[src/common/tsr_regs.svh]
// Purpose: Register map, field positions, reset values and prescale counts
//          of the timer block.
// Assumes: Avalon-MM byte addressing, one 32-bit word per register.
// Notes:   Byte address is four times the word index below.
//
// Overview of operation
// - Split mode low byte counts clock or pin.
// - Gate lets interrupt pin enable low byte.
// - Split high byte counts prescaled clock only.
// - High byte uses second run, sets second flag.
// - Second timer mode 3 halts second timer.
// - While split, second runs in modes 0-2.
// - Split second timer still feeds baud, readable.
// - Timers default to one step per 12.
// - Rate bits 3,4,5; 0 is /12, 1 is /4.
// - Rate ignored for pin counting, third baud.
// - Third timer is always a 16-bit counter.
// - Capture/reload bytes capture or supply reload value.
// - Third overflow flag set unless baud selected.
// - Trigger edge with enable sets external flag.
// - Software writing flag one raises request.
// - Clock selects pick third or second overflow.
// - Enabled trigger edges capture/reload, except baud.
// - Third run bit alone starts or holds.
// - Third source: pin, /4 or /12, baud /2.
// - Capture select picks capture or reload action.
// - Baud mode forces reload on every overflow.
// - Mode field: 13-bit, 16-bit, 8-bit reload, split.
// - Gate set needs pin high and run bit.
// - First/second flags clear on interrupt vectoring.
`ifndef TSR_REGS_SVH
`define TSR_REGS_SVH

`define TSR_AW 10

`define TSR_IDX_TCTL 8'h88
`define TSR_IDX_TMODE 8'h89
`define TSR_IDX_CNT0_LO 8'h8A
`define TSR_IDX_CNT1_LO 8'h8B
`define TSR_IDX_CNT0_HI 8'h8C
`define TSR_IDX_CNT1_HI 8'h8D
`define TSR_IDX_CKCTL 8'h8E
`define TSR_IDX_T2CTL 8'hC8
`define TSR_IDX_RCAPL 8'hCA
`define TSR_IDX_RCAPH 8'hCB
`define TSR_IDX_CNT2_LO 8'hCC
`define TSR_IDX_CNT2_HI 8'hCD

`define TSR_RST_CKCTL 8'h00
`define TSR_RST_T2CTL 8'h00
`define TSR_RST_BYTE 8'h00
`define TSR_TCTL_MASK 8'hF0

`define TSR_CK_RATE0 3
`define TSR_CK_RATE1 4
`define TSR_CK_RATE2 5

`define TSR_TM_MODE0 1:0
`define TSR_TM_CT0 2
`define TSR_TM_GATE0 3
`define TSR_TM_MODE1 5:4
`define TSR_TM_CT1 6
`define TSR_TM_GATE1 7

`define TSR_TC_RUN0 4
`define TSR_TC_FLAG0 5
`define TSR_TC_RUN1 6
`define TSR_TC_FLAG1 7

`define TSR_C2_CPRL 0
`define TSR_C2_CT 1
`define TSR_C2_RUN 2
`define TSR_C2_EXEN 3
`define TSR_C2_TXSEL 4
`define TSR_C2_RXSEL 5
`define TSR_C2_EXF 6
`define TSR_C2_TF 7

`define TSR_PRE_SLOW_LAST 4'hB
`define TSR_C2_TOP 16'hFFFF

`endif

[src/common/tsr_pkg.sv]
// Purpose: Types shared by the timer block files.
// Assumes: tsr_regs.svh supplies the address width.
// Notes:   All state of a module lives in one packed struct.
`include "tsr_regs.svh"
package tsr_pkg;

	typedef enum logic [1:0] {TSR_M13, TSR_M16, TSR_M8R, TSR_MSPLIT} tsr_tmode_e;

	typedef struct packed {
		logic read;
		logic write;
		logic [`TSR_AW-1:0] address;
		logic [31:0] writedata;
		logic [3:0] byteenable;
	} tsr_avs_req_s;

	typedef struct packed {
		logic waitrequest;
		logic [31:0] readdata;
	} tsr_avs_rsp_s;

	typedef struct packed {
		logic first_count_pin;
		logic second_count_pin;
		logic third_count_pin;
		logic third_timer_trigger_pin;
		logic first_external_interrupt_pin;
		logic second_external_interrupt_pin;
	} tsr_pins_s;

	typedef struct packed {
		tsr_pins_s meta;
		tsr_pins_s stable;
		tsr_pins_s prev;
	} tsr_sync_s;

	typedef struct packed {
		logic first_timer_overflow_flag;
		logic second_timer_overflow_flag;
		logic third_timer_irq;
		logic second_timer_overflow_tick;
		logic rx_baud_tick;
		logic tx_baud_tick;
	} tsr_evt_s;

	typedef struct packed {
		logic [7:0] tctl;
		logic [7:0] tmode;
		logic [7:0] cnt0_lo;
		logic [7:0] cnt0_hi;
		logic [7:0] cnt1_lo;
		logic [7:0] cnt1_hi;
		logic [7:0] ckctl;
		logic [7:0] t2ctl;
		logic [7:0] rcap_l;
		logic [7:0] rcap_h;
		logic [7:0] cnt2_lo;
		logic [7:0] cnt2_hi;
		logic [3:0] div12;
		logic [1:0] div4;
		logic div2;
		logic wait_req;
		logic [31:0] rdata;
		tsr_evt_s evt;
	} tsr_state_s;

endpackage

[src/rtl/tsr_pin_sync.sv]
// Purpose: Two-stage synchroniser and falling-edge detect for timer pins.
// Assumes: Pins are slow against core_clk.
// Notes:   Edge is a high sample followed by a low sample.
`timescale 1ns/1ps
module tsr_pin_sync (
	input wire logic core_clk,
	input wire logic rst_n,
	input tsr_pkg::tsr_pins_s pins,
	output tsr_pkg::tsr_pins_s level,
	output tsr_pkg::tsr_pins_s fall
);

	tsr_pkg::tsr_sync_s st;
	tsr_pkg::tsr_sync_s next_st;

	always_comb begin
		next_st = st;
		next_st.meta = pins;
		next_st.stable = st.meta;
		next_st.prev = st.stable;
	end

	always_ff @(posedge core_clk or negedge rst_n) begin
		if (!rst_n) begin
			st <= '0;
		end else begin
			st <= next_st;
		end
	end

	assign level = st.stable;
	assign fall = tsr_pkg::tsr_pins_s'(st.prev & ~st.stable);

endmodule // tsr_pin_sync

[src/rtl/tsr_timers.sv]
// Purpose: Three timer/counters with split mode, rate select and
//          third-timer capture, reload and baud generation.
// Assumes: core_clk is the core output clock; Avalon-MM slave access.
// Notes:   Every output comes from the state register.
`timescale 1ns/1ps
`include "tsr_regs.svh"
module tsr_timers (
	input wire logic core_clk,
	input wire logic rst_n,
	input tsr_pkg::tsr_avs_req_s avs_req,
	output tsr_pkg::tsr_avs_rsp_s avs_rsp,
	input tsr_pkg::tsr_pins_s pins,
	input wire logic [1:0] serial_mode,
	input wire logic third_timer_irq_enable,
	input wire logic first_timer_vector_ack,
	input wire logic second_timer_vector_ack,
	output tsr_pkg::tsr_evt_s evt
);

	tsr_pkg::tsr_state_s st;
	tsr_pkg::tsr_state_s next_st;
	tsr_pkg::tsr_pins_s lvl;
	tsr_pkg::tsr_pins_s fall;
	tsr_pkg::tsr_tmode_e mode0;
	tsr_pkg::tsr_tmode_e mode1;

	logic tick12;
	logic tick4;
	logic tick2;
	logic split;
	logic rate0;
	logic rate1;
	logic rate2;
	logic src0;
	logic src1;
	logic src2;
	logic en0;
	logic en1;
	logic inc0;
	logic inc0h;
	logic inc1;
	logic inc2;
	logic ovf0;
	logic ovf0h;
	logic ovf1;
	logic baud;
	logic wrap2;
	logic trig;
	logic trig_act;
	logic rld;
	logic cap;
	logic wen;
	logic rload;
	logic [16:0] step0;
	logic [16:0] step1;
	logic [8:0] lo0;
	logic [8:0] hi0;
	logic [15:0] cnt2;
	logic [15:0] cnt2_inc;

	// One count step of a first/second timer in modes 0 to 2
	function automatic logic [16:0] tsr_step(
		input tsr_pkg::tsr_tmode_e m,
		input logic [7:0] lo,
		input logic [7:0] hi
	);
		logic [16:0] r;
		r = {1'b0, hi, lo};
		unique case (m)
			tsr_pkg::TSR_M13: begin
				if (lo[4:0] == 5'h1F) begin
					r[7:0] = {lo[7:5], 5'h00};
					r[15:8] = hi + 8'h01;
					r[16] = (hi == 8'hFF);
				end else begin
					r[7:0] = {lo[7:5], lo[4:0] + 5'h01};
				end
			end
			tsr_pkg::TSR_M16: begin
				r = {1'b0, hi, lo} + 17'h00001;
			end
			tsr_pkg::TSR_M8R: begin
				if (lo == 8'hFF) begin
					r[7:0] = hi;
					r[16] = 1'b1;
				end else begin
					r[7:0] = lo + 8'h01;
				end
			end
			tsr_pkg::TSR_MSPLIT: begin
				r = {1'b0, hi, lo};
			end
		endcase
		return r;
	endfunction

	// Word-aligned address match for one register index
	function automatic logic tsr_hit(
		input logic [`TSR_AW-1:0] a,
		input logic [7:0] idx
	);
		return a == {idx, 2'b00};
	endfunction

	// Register readback; unmapped words read as zero
	function automatic logic [7:0] tsr_rd(
		input tsr_pkg::tsr_state_s s,
		input logic [`TSR_AW-1:0] a
	);
		logic [7:0] d;
		d = 8'h00;
		if (tsr_hit(a, `TSR_IDX_TCTL)) d = s.tctl & `TSR_TCTL_MASK;
		if (tsr_hit(a, `TSR_IDX_TMODE)) d = s.tmode;
		if (tsr_hit(a, `TSR_IDX_CNT0_LO)) d = s.cnt0_lo;
		if (tsr_hit(a, `TSR_IDX_CNT1_LO)) d = s.cnt1_lo;
		if (tsr_hit(a, `TSR_IDX_CNT0_HI)) d = s.cnt0_hi;
		if (tsr_hit(a, `TSR_IDX_CNT1_HI)) d = s.cnt1_hi;
		if (tsr_hit(a, `TSR_IDX_CKCTL)) d = s.ckctl;
		if (tsr_hit(a, `TSR_IDX_T2CTL)) d = s.t2ctl;
		if (tsr_hit(a, `TSR_IDX_RCAPL)) d = s.rcap_l;
		if (tsr_hit(a, `TSR_IDX_RCAPH)) d = s.rcap_h;
		if (tsr_hit(a, `TSR_IDX_CNT2_LO)) d = s.cnt2_lo;
		if (tsr_hit(a, `TSR_IDX_CNT2_HI)) d = s.cnt2_hi;
		return d;
	endfunction

	tsr_pin_sync u_sync (
		.core_clk(core_clk),
		.rst_n(rst_n),
		.pins(pins),
		.level(lvl),
		.fall(fall)
	);

	// Shared prescaler taps
	assign tick12 = st.div12 == `TSR_PRE_SLOW_LAST;
	assign tick4 = st.div4 == 2'h3;
	assign tick2 = st.div2;

	assign mode0 = tsr_pkg::tsr_tmode_e'(st.tmode[`TSR_TM_MODE0]);
	assign mode1 = tsr_pkg::tsr_tmode_e'(st.tmode[`TSR_TM_MODE1]);
	assign split = mode0 == tsr_pkg::TSR_MSPLIT;

	// First timer
	assign rate0 = st.ckctl[`TSR_CK_RATE0] ? tick4 : tick12;
	assign src0 = st.tmode[`TSR_TM_CT0] ? fall.first_count_pin : rate0;
	assign en0 = st.tctl[`TSR_TC_RUN0]
		& (~st.tmode[`TSR_TM_GATE0] | lvl.first_external_interrupt_pin);
	assign inc0 = en0 & src0;
	assign inc0h = split & st.tctl[`TSR_TC_RUN1] & rate0;
	assign step0 = tsr_step(mode0, st.cnt0_lo, st.cnt0_hi);
	assign lo0 = {1'b0, st.cnt0_lo} + 9'h001;
	assign hi0 = {1'b0, st.cnt0_hi} + 9'h001;
	assign ovf0 = inc0 & (split ? lo0[8] : step0[16]);
	assign ovf0h = inc0h & hi0[8];

	// Second timer; run bit belongs to the high byte while split
	assign rate1 = st.ckctl[`TSR_CK_RATE1] ? tick4 : tick12;
	assign src1 = st.tmode[`TSR_TM_CT1] ? fall.second_count_pin : rate1;
	assign en1 = (split | st.tctl[`TSR_TC_RUN1])
		& (~st.tmode[`TSR_TM_GATE1] | lvl.second_external_interrupt_pin);
	assign inc1 = (mode1 != tsr_pkg::TSR_MSPLIT) & en1 & src1;
	assign step1 = tsr_step(mode1, st.cnt1_lo, st.cnt1_hi);
	assign ovf1 = inc1 & step1[16];

	// Third timer
	assign baud = st.t2ctl[`TSR_C2_RXSEL] | st.t2ctl[`TSR_C2_TXSEL];
	assign rate2 = baud ? tick2 : (st.ckctl[`TSR_CK_RATE2] ? tick4 : tick12);
	assign src2 = st.t2ctl[`TSR_C2_CT] ? fall.third_count_pin : rate2;
	assign inc2 = st.t2ctl[`TSR_C2_RUN] & src2;
	assign cnt2 = {st.cnt2_hi, st.cnt2_lo};
	assign cnt2_inc = cnt2 + 16'h0001;
	assign wrap2 = inc2 & (cnt2 == `TSR_C2_TOP);
	assign trig = st.t2ctl[`TSR_C2_EXEN] & fall.third_timer_trigger_pin;
	assign trig_act = trig & ~baud;
	assign rload = baud | ~st.t2ctl[`TSR_C2_CPRL];
	assign rld = (wrap2 & rload) | (trig_act & ~st.t2ctl[`TSR_C2_CPRL]);
	assign cap = trig_act & st.t2ctl[`TSR_C2_CPRL];

	// Write takes effect at the edge where waitrequest is seen low
	assign wen = avs_req.write & ~st.wait_req & avs_req.byteenable[0];

	always_comb begin
		next_st = st;

		next_st.div12 = tick12 ? 4'h0 : st.div12 + 4'h1;
		next_st.div4 = st.div4 + 2'h1;
		next_st.div2 = ~st.div2;

		if (split) begin
			if (inc0) begin
				next_st.cnt0_lo = lo0[7:0];
			end
			if (inc0h) begin
				next_st.cnt0_hi = hi0[7:0];
			end
		end else if (inc0) begin
			next_st.cnt0_lo = step0[7:0];
			next_st.cnt0_hi = step0[15:8];
		end

		if (inc1) begin
			next_st.cnt1_lo = step1[7:0];
			next_st.cnt1_hi = step1[15:8];
		end

		// Reload wins over a plain step in the same cycle
		if (rld) begin
			next_st.cnt2_lo = st.rcap_l;
			next_st.cnt2_hi = st.rcap_h;
		end else if (inc2) begin
			next_st.cnt2_lo = cnt2_inc[7:0];
			next_st.cnt2_hi = cnt2_inc[15:8];
		end
		if (cap) begin
			next_st.rcap_l = st.cnt2_lo;
			next_st.rcap_h = st.cnt2_hi;
		end

		// Vectoring clears the first and second flags
		if (first_timer_vector_ack) begin
			next_st.tctl[`TSR_TC_FLAG0] = 1'b0;
		end
		if (second_timer_vector_ack) begin
			next_st.tctl[`TSR_TC_FLAG1] = 1'b0;
		end

		// Software writes override counter, capture and vectoring updates of the same byte
		if (wen) begin
			if (tsr_hit(avs_req.address, `TSR_IDX_TCTL)) begin
				next_st.tctl = avs_req.writedata[7:0] & `TSR_TCTL_MASK;
			end
			if (tsr_hit(avs_req.address, `TSR_IDX_TMODE)) begin
				next_st.tmode = avs_req.writedata[7:0];
			end
			if (tsr_hit(avs_req.address, `TSR_IDX_CNT0_LO)) begin
				next_st.cnt0_lo = avs_req.writedata[7:0];
			end
			if (tsr_hit(avs_req.address, `TSR_IDX_CNT1_LO)) begin
				next_st.cnt1_lo = avs_req.writedata[7:0];
			end
			if (tsr_hit(avs_req.address, `TSR_IDX_CNT0_HI)) begin
				next_st.cnt0_hi = avs_req.writedata[7:0];
			end
			if (tsr_hit(avs_req.address, `TSR_IDX_CNT1_HI)) begin
				next_st.cnt1_hi = avs_req.writedata[7:0];
			end
			if (tsr_hit(avs_req.address, `TSR_IDX_CKCTL)) begin
				next_st.ckctl = avs_req.writedata[7:0];
			end
			if (tsr_hit(avs_req.address, `TSR_IDX_T2CTL)) begin
				next_st.t2ctl = avs_req.writedata[7:0];
			end
			if (tsr_hit(avs_req.address, `TSR_IDX_RCAPL)) begin
				next_st.rcap_l = avs_req.writedata[7:0];
			end
			if (tsr_hit(avs_req.address, `TSR_IDX_RCAPH)) begin
				next_st.rcap_h = avs_req.writedata[7:0];
			end
			if (tsr_hit(avs_req.address, `TSR_IDX_CNT2_LO)) begin
				next_st.cnt2_lo = avs_req.writedata[7:0];
			end
			if (tsr_hit(avs_req.address, `TSR_IDX_CNT2_HI)) begin
				next_st.cnt2_hi = avs_req.writedata[7:0];
			end
		end

		// Hardware sets win over any clear in the same cycle
		next_st.tctl[`TSR_TC_FLAG0] = next_st.tctl[`TSR_TC_FLAG0] | ovf0;
		next_st.tctl[`TSR_TC_FLAG1] = next_st.tctl[`TSR_TC_FLAG1]
			| (split ? ovf0h : ovf1);
		next_st.t2ctl[`TSR_C2_TF] = next_st.t2ctl[`TSR_C2_TF] | (wrap2 & ~baud);
		next_st.t2ctl[`TSR_C2_EXF] = next_st.t2ctl[`TSR_C2_EXF] | trig;

		// Bus handshake: one wait cycle, then completion
		next_st.wait_req = ~((avs_req.read | avs_req.write) & st.wait_req);
		if (avs_req.read & st.wait_req) begin
			next_st.rdata = {24'h000000, tsr_rd(st, avs_req.address)};
		end

		// Registered event outputs
		next_st.evt.first_timer_overflow_flag = next_st.tctl[`TSR_TC_FLAG0];
		next_st.evt.second_timer_overflow_flag = next_st.tctl[`TSR_TC_FLAG1];
		next_st.evt.third_timer_irq = third_timer_irq_enable
			& (next_st.t2ctl[`TSR_C2_TF] | next_st.t2ctl[`TSR_C2_EXF]);
		next_st.evt.second_timer_overflow_tick = ovf1;
		next_st.evt.rx_baud_tick = serial_mode[0]
			& (st.t2ctl[`TSR_C2_RXSEL] ? wrap2 : ovf1);
		next_st.evt.tx_baud_tick = serial_mode[0]
			& (st.t2ctl[`TSR_C2_TXSEL] ? wrap2 : ovf1);
	end

	always_ff @(posedge core_clk or negedge rst_n) begin
		if (!rst_n) begin
			st <= '0;
			st.ckctl <= `TSR_RST_CKCTL;
			st.t2ctl <= `TSR_RST_T2CTL;
			st.tmode <= `TSR_RST_BYTE;
			st.tctl <= `TSR_RST_BYTE;
			st.wait_req <= 1'b1;
		end else begin
			st <= next_st;
		end
	end

	assign avs_rsp.waitrequest = st.wait_req;
	assign avs_rsp.readdata = st.rdata;
	assign evt = st.evt;

endmodule // tsr_timers

[config.mk]
export PLATFORM = sky130hd
export DESIGN_NAME = tsr_timers
export DESIGN_NICKNAME = d
export VERILOG_FILES = /design/src/common/tsr_pkg.sv /design/src/rtl/tsr_pin_sync.sv /design/src/rtl/tsr_timers.sv
export VERILOG_INCLUDE_DIRS = /design/src /design/src/common
export SDC_FILE = /design/constraint.sdc
export NUM_CORES = 1
export LEC_CHECK = 0
export ABC_AREA = 1
export BUFFER_PORTS_ARGS = -buffer_cell sky130_fd_sc_hd__buf_2
export CORE_MARGIN = 1
export CORE_UTILIZATION = 60
export DETAILED_ROUTE_END_ITERATION = 10
export GPL_TIMING_DRIVEN = 0
export PLACE_DENSITY = 0.81
export SLEW_MARGIN = 15
export SYNTH_ARGS = -nofsm -noshare
export SYNTH_HDL_FRONTEND = slang
export SYNTH_SLANG_ARGS = --single-unit
[constraint.sdc]
create_clock -name core_clk -period 3.7 [get_ports core_clk]
set_input_delay 0.74 -clock core_clk [delete_from_list [all_inputs] [get_ports core_clk]]
set_output_delay 0.74 -clock core_clk [all_outputs]
set_load 0.005 [all_outputs]
Word-level counts from Yosys, hierarchy flattened
Cells that the tools add are included.
{"block": "word_totals", "reg_bits": 132, "in_bits": 61, "elab_cells": 197}
{"block": "classes", "addsub": 13, "n_eq_ne": 28, "n_mux": 61, "bitwise": 46, "reduce_logical": 6}
{"op": "$mux 8", "n": 28}
{"op": "$eq 10x10->1 const B", "n": 12}
{"op": "$mux 16", "n": 6}
{"op": "$mux 96", "n": 1}
{"op": "$add 16x1->17 const B", "n": 2}
{"op": "$add 8x1->8 const B", "n": 4}
{"op": "$eq 8x8->1 const B", "n": 4}
{"op": "$pmux 8 s2", "n": 2}
{"op": "$pmux 8 s4", "n": 1}
{"op": "$and 1x1->1", "n": 25}
{"op": "$pmux 8 s3", "n": 1}
{"op": "$add 8x1->9 const B", "n": 2}
{"op": "$mux 9", "n": 2}
{"op": "$add 16x1->16 const B", "n": 1}
{"op": "$eq 16x16->1 const B", "n": 1}
{"op": "$mux 1", "n": 15}
{"op": "$or 1x1->1", "n": 12}
{"op": "$add 5x1->5 const B", "n": 2}
{"op": "$eq 2x2->1 const B", "n": 5}
{"op": "$eq 5x5->1 const B", "n": 2}
{"op": "$mux 5", "n": 2}
{"op": "$reduce_and 2->1", "n": 4}
{"op": "$not 1->1", "n": 7}
{"op": "$and 6x6->6", "n": 1}
{"op": "10 further kinds", "n": 12}

Depth between registers and ports, before layout
Gate-level depths: netlist (run 1).
{"block": "logic_depth", "word_depth": 14, "depth_mapped": 15}

Modules after synthesis
Synthesis (run 1) repeated with hierarchy kept, for this count alone.
{"block": "unflattened", "cells_unflattened": 1278, "area_unflattened_um2": 8903.5}
{"mod": "tsr_timers", "n_inst": 1, "cells_each": 1242, "area_per_inst_um2": 8348.0, "seq_area_each_um2": 2803.9}
{"mod": "tsr_pin_sync", "n_inst": 1, "cells_each": 36, "area_per_inst_um2": 555.5, "seq_area_each_um2": 450.4}

Worst setup path after synthesis (run 1)
No wires, ideal clock.
{"block": "synth_timing", "path_type": "input -> register", "start": "in avs_req[43] in the netlist's numbering", "end": "reg st[96] in the netlist's numbering", "arrival_ns": 1.875, "required_time_ns": 3.571, "path_slack_ns": 1.696, "path_stages": 10, "path_cell_list": "nor2_2 -> nand3_1 -> inv_1 -> nand2_2 -> nor2_4 -> nand2_1 -> inv_2 -> a41oi_1 -> o21ai_0 -> o21ai_0"}
{"element": "start, declared", "line_no": "tsr_timers.sv:10", "text": "input tsr_pkg::tsr_avs_req_s avs_req,"}
{"element": "end signal, assigned", "line_no": "tsr_timers.sv:302", "text": "st <= next_st;"}
{"element": "end, declared", "line_no": "tsr_timers.sv:20", "text": "tsr_pkg::tsr_state_s st;"}

==> out/results.txt, run 1 <==
R2R Setup Slk -> 1230 ps
P&R area growth vs syn -> 13.5%
critical path type -> reg2reg
routed len/inst -> 18.4 µm
H-Tree Depth -> 4
CTS buffer count -> 17
# DRC -> 0
peak supply drop -> 0.000339 V
reg2reg start -> st[102]
Compound-Gate Fraction of Synth Area -> 0.187
critical path peak fanout -> 7
Worst EP required -> 4060 ps
post-synth top area cell -> dfrtp_1
Crit path largest cell delay -> 470 ps
cells resized by post-CTS repair -> 0
Adder-Cell Fraction of Synth Area -> 0.0183
crit path time final -> 2470 ps
hold_buf cts -> 0
fin nets -> 1447
Arr. time, crit path -> 2820 ps
status -> complete, no violations
FF-to-FF End -> evt[1]
Synth async-reset ratio -> 1.00
Yosys warnings -> 0
diode count -> 0
post-synthesis mux area share -> 0
unrepaired setup endpoints after global routing -> no
grt total ovfl -> 0
CTS sink count -> 128
gr usage total -> 0.396
PwrDens -> 375 nW/µm²
Initial Util -> 0.613
postcts setup bufs -> 0
Seq cells post-synth -> 128
I/O pin total -> 100
port bufs -> 47
top-area cell type share of the netlist area -> 0.358
Hold Slack -> 240 ps
ratio of cells with drive above 1 in the final layout -> 0.136
Crit path buffers/inverters -> 1
RePlAce Congestion -> 1.02
slowest CP cell -> dfrtp_1
post-synthesis sequential area ratio -> 0.361
fin util -> 0.696
Slew Limit Headroom -> 0.336
dpl hpwl -> 21200 µm
Tightest Hold Check Type -> in2async
Die W -> 124 µm
CTS clk-pin slew, worst paths -> 60 ps
most area-consuming cells after synthesis -> dfrtp_1 (36%), nand2_1 (12%), o21ai_0 (7.6%)
Starting DRT DRC Count -> 1189
f_max -> 406 MHz
simple-gate area share of the yosys netlist -> 0.288
first-pass GRT wire length -> 44500 µm
CP Cell Sequence -> ha_1, nand2_1, nor2_1, ha_1, inv_1, o21ai_0, nand2_1, nor2_1, o21ai_0, a21oi_1
Worst Skew -> 6.97 ps
Longest Clk Path Bufs -> 2
Placed Instance Area -> 9470 µm²
pin count of the biggest net entering global routing -> 84
vias in the first global route -> 8171
P_leak -> 5.05 nW
DR pass1 iterations -> 8
via count -> 9293
vias per cell -> 5.92
Max Cap Viol -> 0
Post-synth EDFFs -> 0
Synth Flop Type -> dfrtp_1
Worst Reg-to-Reg Cells -> 10
antenna violations before repair -> 0
Max Slew Vio Count -> 0
XOR/XNOR Fraction of Synth Area -> 0.0247
TritonCTS clock tree -> built
post-route cell area -> 10100 µm²
Root Buffer -> clkbuf_16
Top Family by Delay on Critical Path -> simple AND/OR/NAND/NOR gates
worst slew pin tran -> 989 ps
row cnt -> 44
largest family of logic cells by synthesized area -> simple AND/OR/NAND/NOR gates
DIE AREA -> 15300 µm²
Synth Cell Area -> 8880 µm²
CP Launch Type -> register
fin crit share -> 0.666
Final Hold Vio Count -> 0
cell count after synthesis -> 1283
distinct cell type count after synthesis -> 49
clk_lat worst skew -> 430 ps
Core Box Area -> 14500 µm²
Setup TNS Final -> 0 ps
post-route ant nets -> 0
Post-Route WL -> 28900 µm
Final Setup Violations -> 0
chip height -> 124 µm
# placed instances -> 1538
crit end category -> register
syn avg cell area -> 6.92 µm²
Final Instance Count excl. Fillers -> 1570
[kinds of logic (layout without fill, tap and decap cells)]
| kind of cell | count (synthesis) | in the layout |
|---|---|---|
| compound gates | 301 | 301 |
| xor+xnor | 25 | 25 |
| fa+ha+maj | 13 | 13 |
| buf+inv | 237 | 317 |
| flops | 128 | 128 |
| other cells | 1 | 24 |
| simple gates | 578 | 578 |
[Yosys cell counts, types with 11 or more instances]
| cell type | n |
|---|---|
| clkbuf_1 | 20 |
| buf_4 | 42 |
| ha_1 | 13 |
| o21ai_0 | 135 |
| o22ai_1 | 11 |
| xor2_1 | 24 |
| nand4_1 | 21 |
| nor2_1 | 107 |
| dfrtp_1 | 127 |
| inv_1 | 145 |
| o211ai_1 | 14 |
| nand2_1 | 295 |
| nor3_1 | 15 |
| nor2_2 | 11 |
| o21ai_1 | 22 |
| buf_2 | 13 |
| inv_2 | 12 |
| a21oi_1 | 83 |
| nand3_1 | 97 |
[cell usage in the layout (no fill, tap or decap), types with 42 or more instances in the layout]
master,n
inv_1,145
buf_4,42
buf_2,59
nand2_1,295
nand3_1,97
a21oi_1,83
o21ai_0,135
dfrtp_1,127
nor2_1,107
[worst max-delay path by stage]
stage | startpoint | to | slack (ps) | cells past startpoint
2_1_floorplan | avs_req[43] | st[96] | 1700 | 10
6_report | st[102] | evt[1] | 1230 | 10
3_5_place_dp | avs_req[37] | avs_rsp[4] | 1100 | 9
4_1_cts | st[102] | evt[0] | 1340 | 10
3_3_place_gp | rst_n | st[43] | 220 | 1
5_1_grt | st[102] | evt[1] | 1150 | 10
[metrics by stage]
step / total power (W) / setup WS (ps)
after floorplan: 0.00185 / 1700
after global placement: 0.00203 / 222
after detailed placement: 0.00204 / 1100
after CTS: 0.00377 / 1340
after global routing: 0.00393 / 1150
final: 0.00378 / 1230
[registers in the layout, summed over array words and instances, names as in the netlist]
name	flops
mode0	2
st	78
cnt2	16
u_sync.st	4
avs_rsp	9
mode1	2
u_sync.next_st	6
u_sync.level	6
evt	4
tick2	1
[power by group]
part | leakage (nW) | switching, W | internal (W) | total, W
logic | 3.22 | 0.000307 | 0.000162 | 0.000469
clock network | 0.288 | 0.000680 | 0.00107 | 0.00175
registers | 1.54 | 0.0000952 | 0.00147 | 0.00157
[layer usage]
layer  share of wire  up-vias  global-route usage  routed length (µm)
li1                -     4368                   -                   -
met1            0.39     4196               0.534               11300
met2            0.44      636               0.590               12800
met3            0.13       93               0.111                3690
met4           0.040        0               0.178                1150
met5               0        -                   0                   0
[layout make-up]
type	instances	area, µm²
multi-input combinational	941	4680
buffer	77	478
clock buffer	17	425
timing repair buffer	48	269
tap	184	230
inverter	160	601
clock inverter	15	185
sequential	128	3200
fill	1277	4400
No activity file was read; power rests on OpenSTA's default activity.
==> inputs of run 2 (changes only) <==
==> constraint.sdc (replaced) <==
create_clock -name core_clk -period 2.4 [get_ports core_clk]
set_input_delay 0.48 -clock core_clk [delete_from_list [all_inputs] [get_ports core_clk]]
set_output_delay 0.48 -clock core_clk [all_outputs]
set_load 0.005 [all_outputs]
==> run 2 against run 1 <==
Non-clock buffer count increased by 1. Critical path type unchanged. Worst setup slack lost 1100 ps. Clock skew barely moved. Wire length is 0.58% higher. Total power increased by 55%. Worst hold slack lost 86 ps.
==> out/results.txt, run 2 (synthesis gave the netlist of run 1 again) <==
Root Buffer -> clkbuf_16 (unchanged)
Initial Util -> 0.613 (unchanged)
Arr. time, crit path -> 2600 ps (was 2820 ps)
fin nets -> 1448 (was 1447)
commonest non-fill, non-tap cell in the layout -> nand2_1 (unchanged)
routed len/inst -> 18.5 µm (was 18.4 µm)
f_max -> 438 MHz (was 406 MHz)
Die W -> 124 µm (unchanged)
vias per cell -> 5.97 (was 5.92)
Max Cap Viol -> 0 (unchanged)
dpl hpwl -> 21200 µm (unchanged)
Clock power frac -> 0.462 (about the same)
diode count -> 0 (unchanged)
critical path type -> reg2reg (unchanged)
critical path peak fanout -> 10 (was 7)
status -> complete, no violations (unchanged)
clk_lat worst skew -> 430 ps (about the same)
Worst EP required -> 2710 ps (was 4060 ps)
vias in the first global route -> 8177 (was 8171)
Post-Route WL -> 29100 µm (was 28900 µm)
P_leak -> 5.06 nW (was 5.05 nW)
antenna violations before repair -> 0 (unchanged)
pin count of the biggest net entering global routing -> 84 (unchanged)
ratio of cells with drive above 1 in the final layout -> 0.143 (was 0.136)
CTS clk-pin slew, worst paths -> 60 ps (about the same)
CP Launch Type -> register (unchanged)
via count -> 9384 (was 9293)
TritonCTS clock tree -> built (unchanged)
port bufs -> 47 (unchanged)
peak supply drop -> 0.000525 V (was 0.000339 V)
H-Tree Depth -> 4 (unchanged)
Worst Skew -> 6.83 ps (was 6.97 ps)
first-pass GRT wire length -> 44600 µm (was 44500 µm)
PwrDens -> 577 nW/µm² (was 375 nW/µm²)
chip height -> 124 µm (unchanged)
Tightest Hold Check Type -> in2reg (was in2async)
Reg with most FFs -> st (unchanged)
DIE AREA -> 15300 µm² (unchanged)
crit path time final -> 2280 ps (was 2470 ps)
fin util -> 0.699 (was 0.696)
fin crit share -> 0.952 (was 0.666)
DR pass1 iterations -> 6 (was 8)
NetSw -> 0.00168 W (was 0.00108 W)
row cnt -> 44 (unchanged)
most frequent cells in the layout -> nand2_1 (295), inv_1 (145), o21ai_0 (135) (unchanged)
Slew Limit Headroom -> 0.327 (was 0.336)
Internal -> 0.00416 W (was 0.00270 W)
Starting DRT DRC Count -> 1166 (was 1189)
P&R area growth vs syn -> 14.0% (was 13.5%)
Power, Total -> 0.00585 W (was 0.00378 W)
Longest Clk Path Bufs -> 2 (unchanged)
CTS buffer count -> 17 (unchanged)
Sw Share -> 0.288 (was 0.286)
worst slew pin tran -> 1000 ps (was 989 ps)
grt total ovfl -> 0 (unchanged)
Final Setup Violations -> 0 (unchanged)
post-route cell area -> 10100 µm² (about the same)
Placed Instance Area -> 9470 µm² (unchanged)
# DRC -> 0 (unchanged)
CTS sink count -> 128 (unchanged)
Max Slew Vio Count -> 0 (unchanged)
Final Hold Vio Count -> 0 (unchanged)
I/O pin total -> 100 (unchanged)
fillers -> 1272 (was 1277)
post-route ant nets -> 0 (unchanged)
crit end category -> register (unchanged)
Crit path largest cell delay -> 380 ps (was 470 ps)
Crit path top cell by count -> nand2_1
Logic pwr share -> 0.125 (was 0.124)
max reg flops -> 78 (unchanged)
Core Box Area -> 14500 µm² (unchanged)
Flop pwr share -> 0.413 (was 0.414)
slowest CP cell -> dfrtp_1 (unchanged)
RePlAce Congestion -> 1.02 (unchanged)
gr usage total -> 0.396 (about the same)
CP Cell Sequence -> ha_1, nand2_1, nand2_1, o22ai_1, nand2_1, nand2_4, inv_2, buf_6, nand3b_4, nand2_4, buf_6, nand2_1, nand3_1, o21ai_1, inv_1 (was ha_1, nand2_1, nor2_1, ha_1, inv_1, o21ai_0, nand2_1, nor2_1, o21ai_0, a21oi_1)
[run 2: cell types whose count changed in the layout (fill, tap and decap cells not counted), moves of 3 or more]
cell      change
clkbuf_1      -3
nor2_1        -3
clkbuf_2      +3
nor2_2        +3
[run 2: worst max-delay path: cells and delay by family, from the launching register on]
| family | cells | cell delay (ps) |
|---|---|---|
| compound gates | 2 | 250 |
| buf+inv | 4 | 450 |
| simple gates | 8 | 790 |
| flops | 1 | 380 |
| fa+ha+maj | 1 | 280 |
[run 2: what timing repair did]
| item | 4_1_cts | 5_1_grt |
|---|---|---|
| endpoints found under the setup margin | 0 | 32 |
| hold endpoints to repair | 3 | 0 |
| gates resized for setup | 0 | 16 |
| setup buffers | 0 | 0 |
| hold buffers | 1 | 0 |
[run 2: area by class of cell]
class | count | area, µm² | area share
Inverter | 160 | 604 | 0.0597
Sequential cell | 128 | 3210 | 0.317
Multi-Input combinational cell | 941 | 4710 | 0.465
Clock inverter | 15 | 185 | 0.0183
Timing Repair Buffer | 49 | 279 | 0.0276
Buffer | 77 | 484 | 0.0478
Clock buffer | 17 | 425 | 0.0420
Tap cell | 184 | 230 | 0.0227
[run 2: per-layer routing]
metal / vias to the layer above / wire [µm] / global-route usage / share of wire
met5: - / 0 / 0 / 0
met4: 0 / 1350 / 0.178 / 0.046
met3: 112 / 3530 / 0.112 / 0.12
met2: 622 / 12800 / 0.590 / 0.44
met1: 4273 / 11400 / 0.535 / 0.39
li1: 4377 / - / - / -
[run 2: power groups by stage]
stage               logic, W  registers (W)  clock network [W]
finish              0.000732        0.00241            0.00270
global placement    0.000685        0.00244                  0
floorplan           0.000470        0.00239                  0
detailed placement  0.000700        0.00244                  0
CTS                 0.000709        0.00240            0.00270
global route        0.000818        0.00242            0.00282
[run 2: path summary, 6_finish.rpt]
check                                   start                  to  slack (ps)  cells past startpoint
setup / recovery                       st[40]             cnt2[1]         120                     15
hold / removal                        pins[5]  u_sync.next_st[11]         150                      1
setup reg to reg                       st[40]             cnt2[1]         120                     15
hold reg to reg            u_sync.next_st[11]     u_sync.level[5]         350                      0
max in group asynchronous               rst_n             st[107]        1090                      3
min in group asynchronous               rst_n          avs_rsp[4]         550                      2
[run 2: metrics by stage]
| stage | hold slack, ps | setup WS (ps) | cells | setup TNS (ps) |
|---|---|---|---|---|
| floorplan | 184 | 553 | 1306 | 0 |
| global placement | 333 | -818 | 1537 | -101630 |
| detailed placement | 337 | 40.6 | 1538 | 0 |
| CTS | 151 | 44.4 | 1571 | 0 |
| global route | 149 | -3.08 | 1571 | -3.08 |
| finish | 154 | 116 | 1571 | 0 |
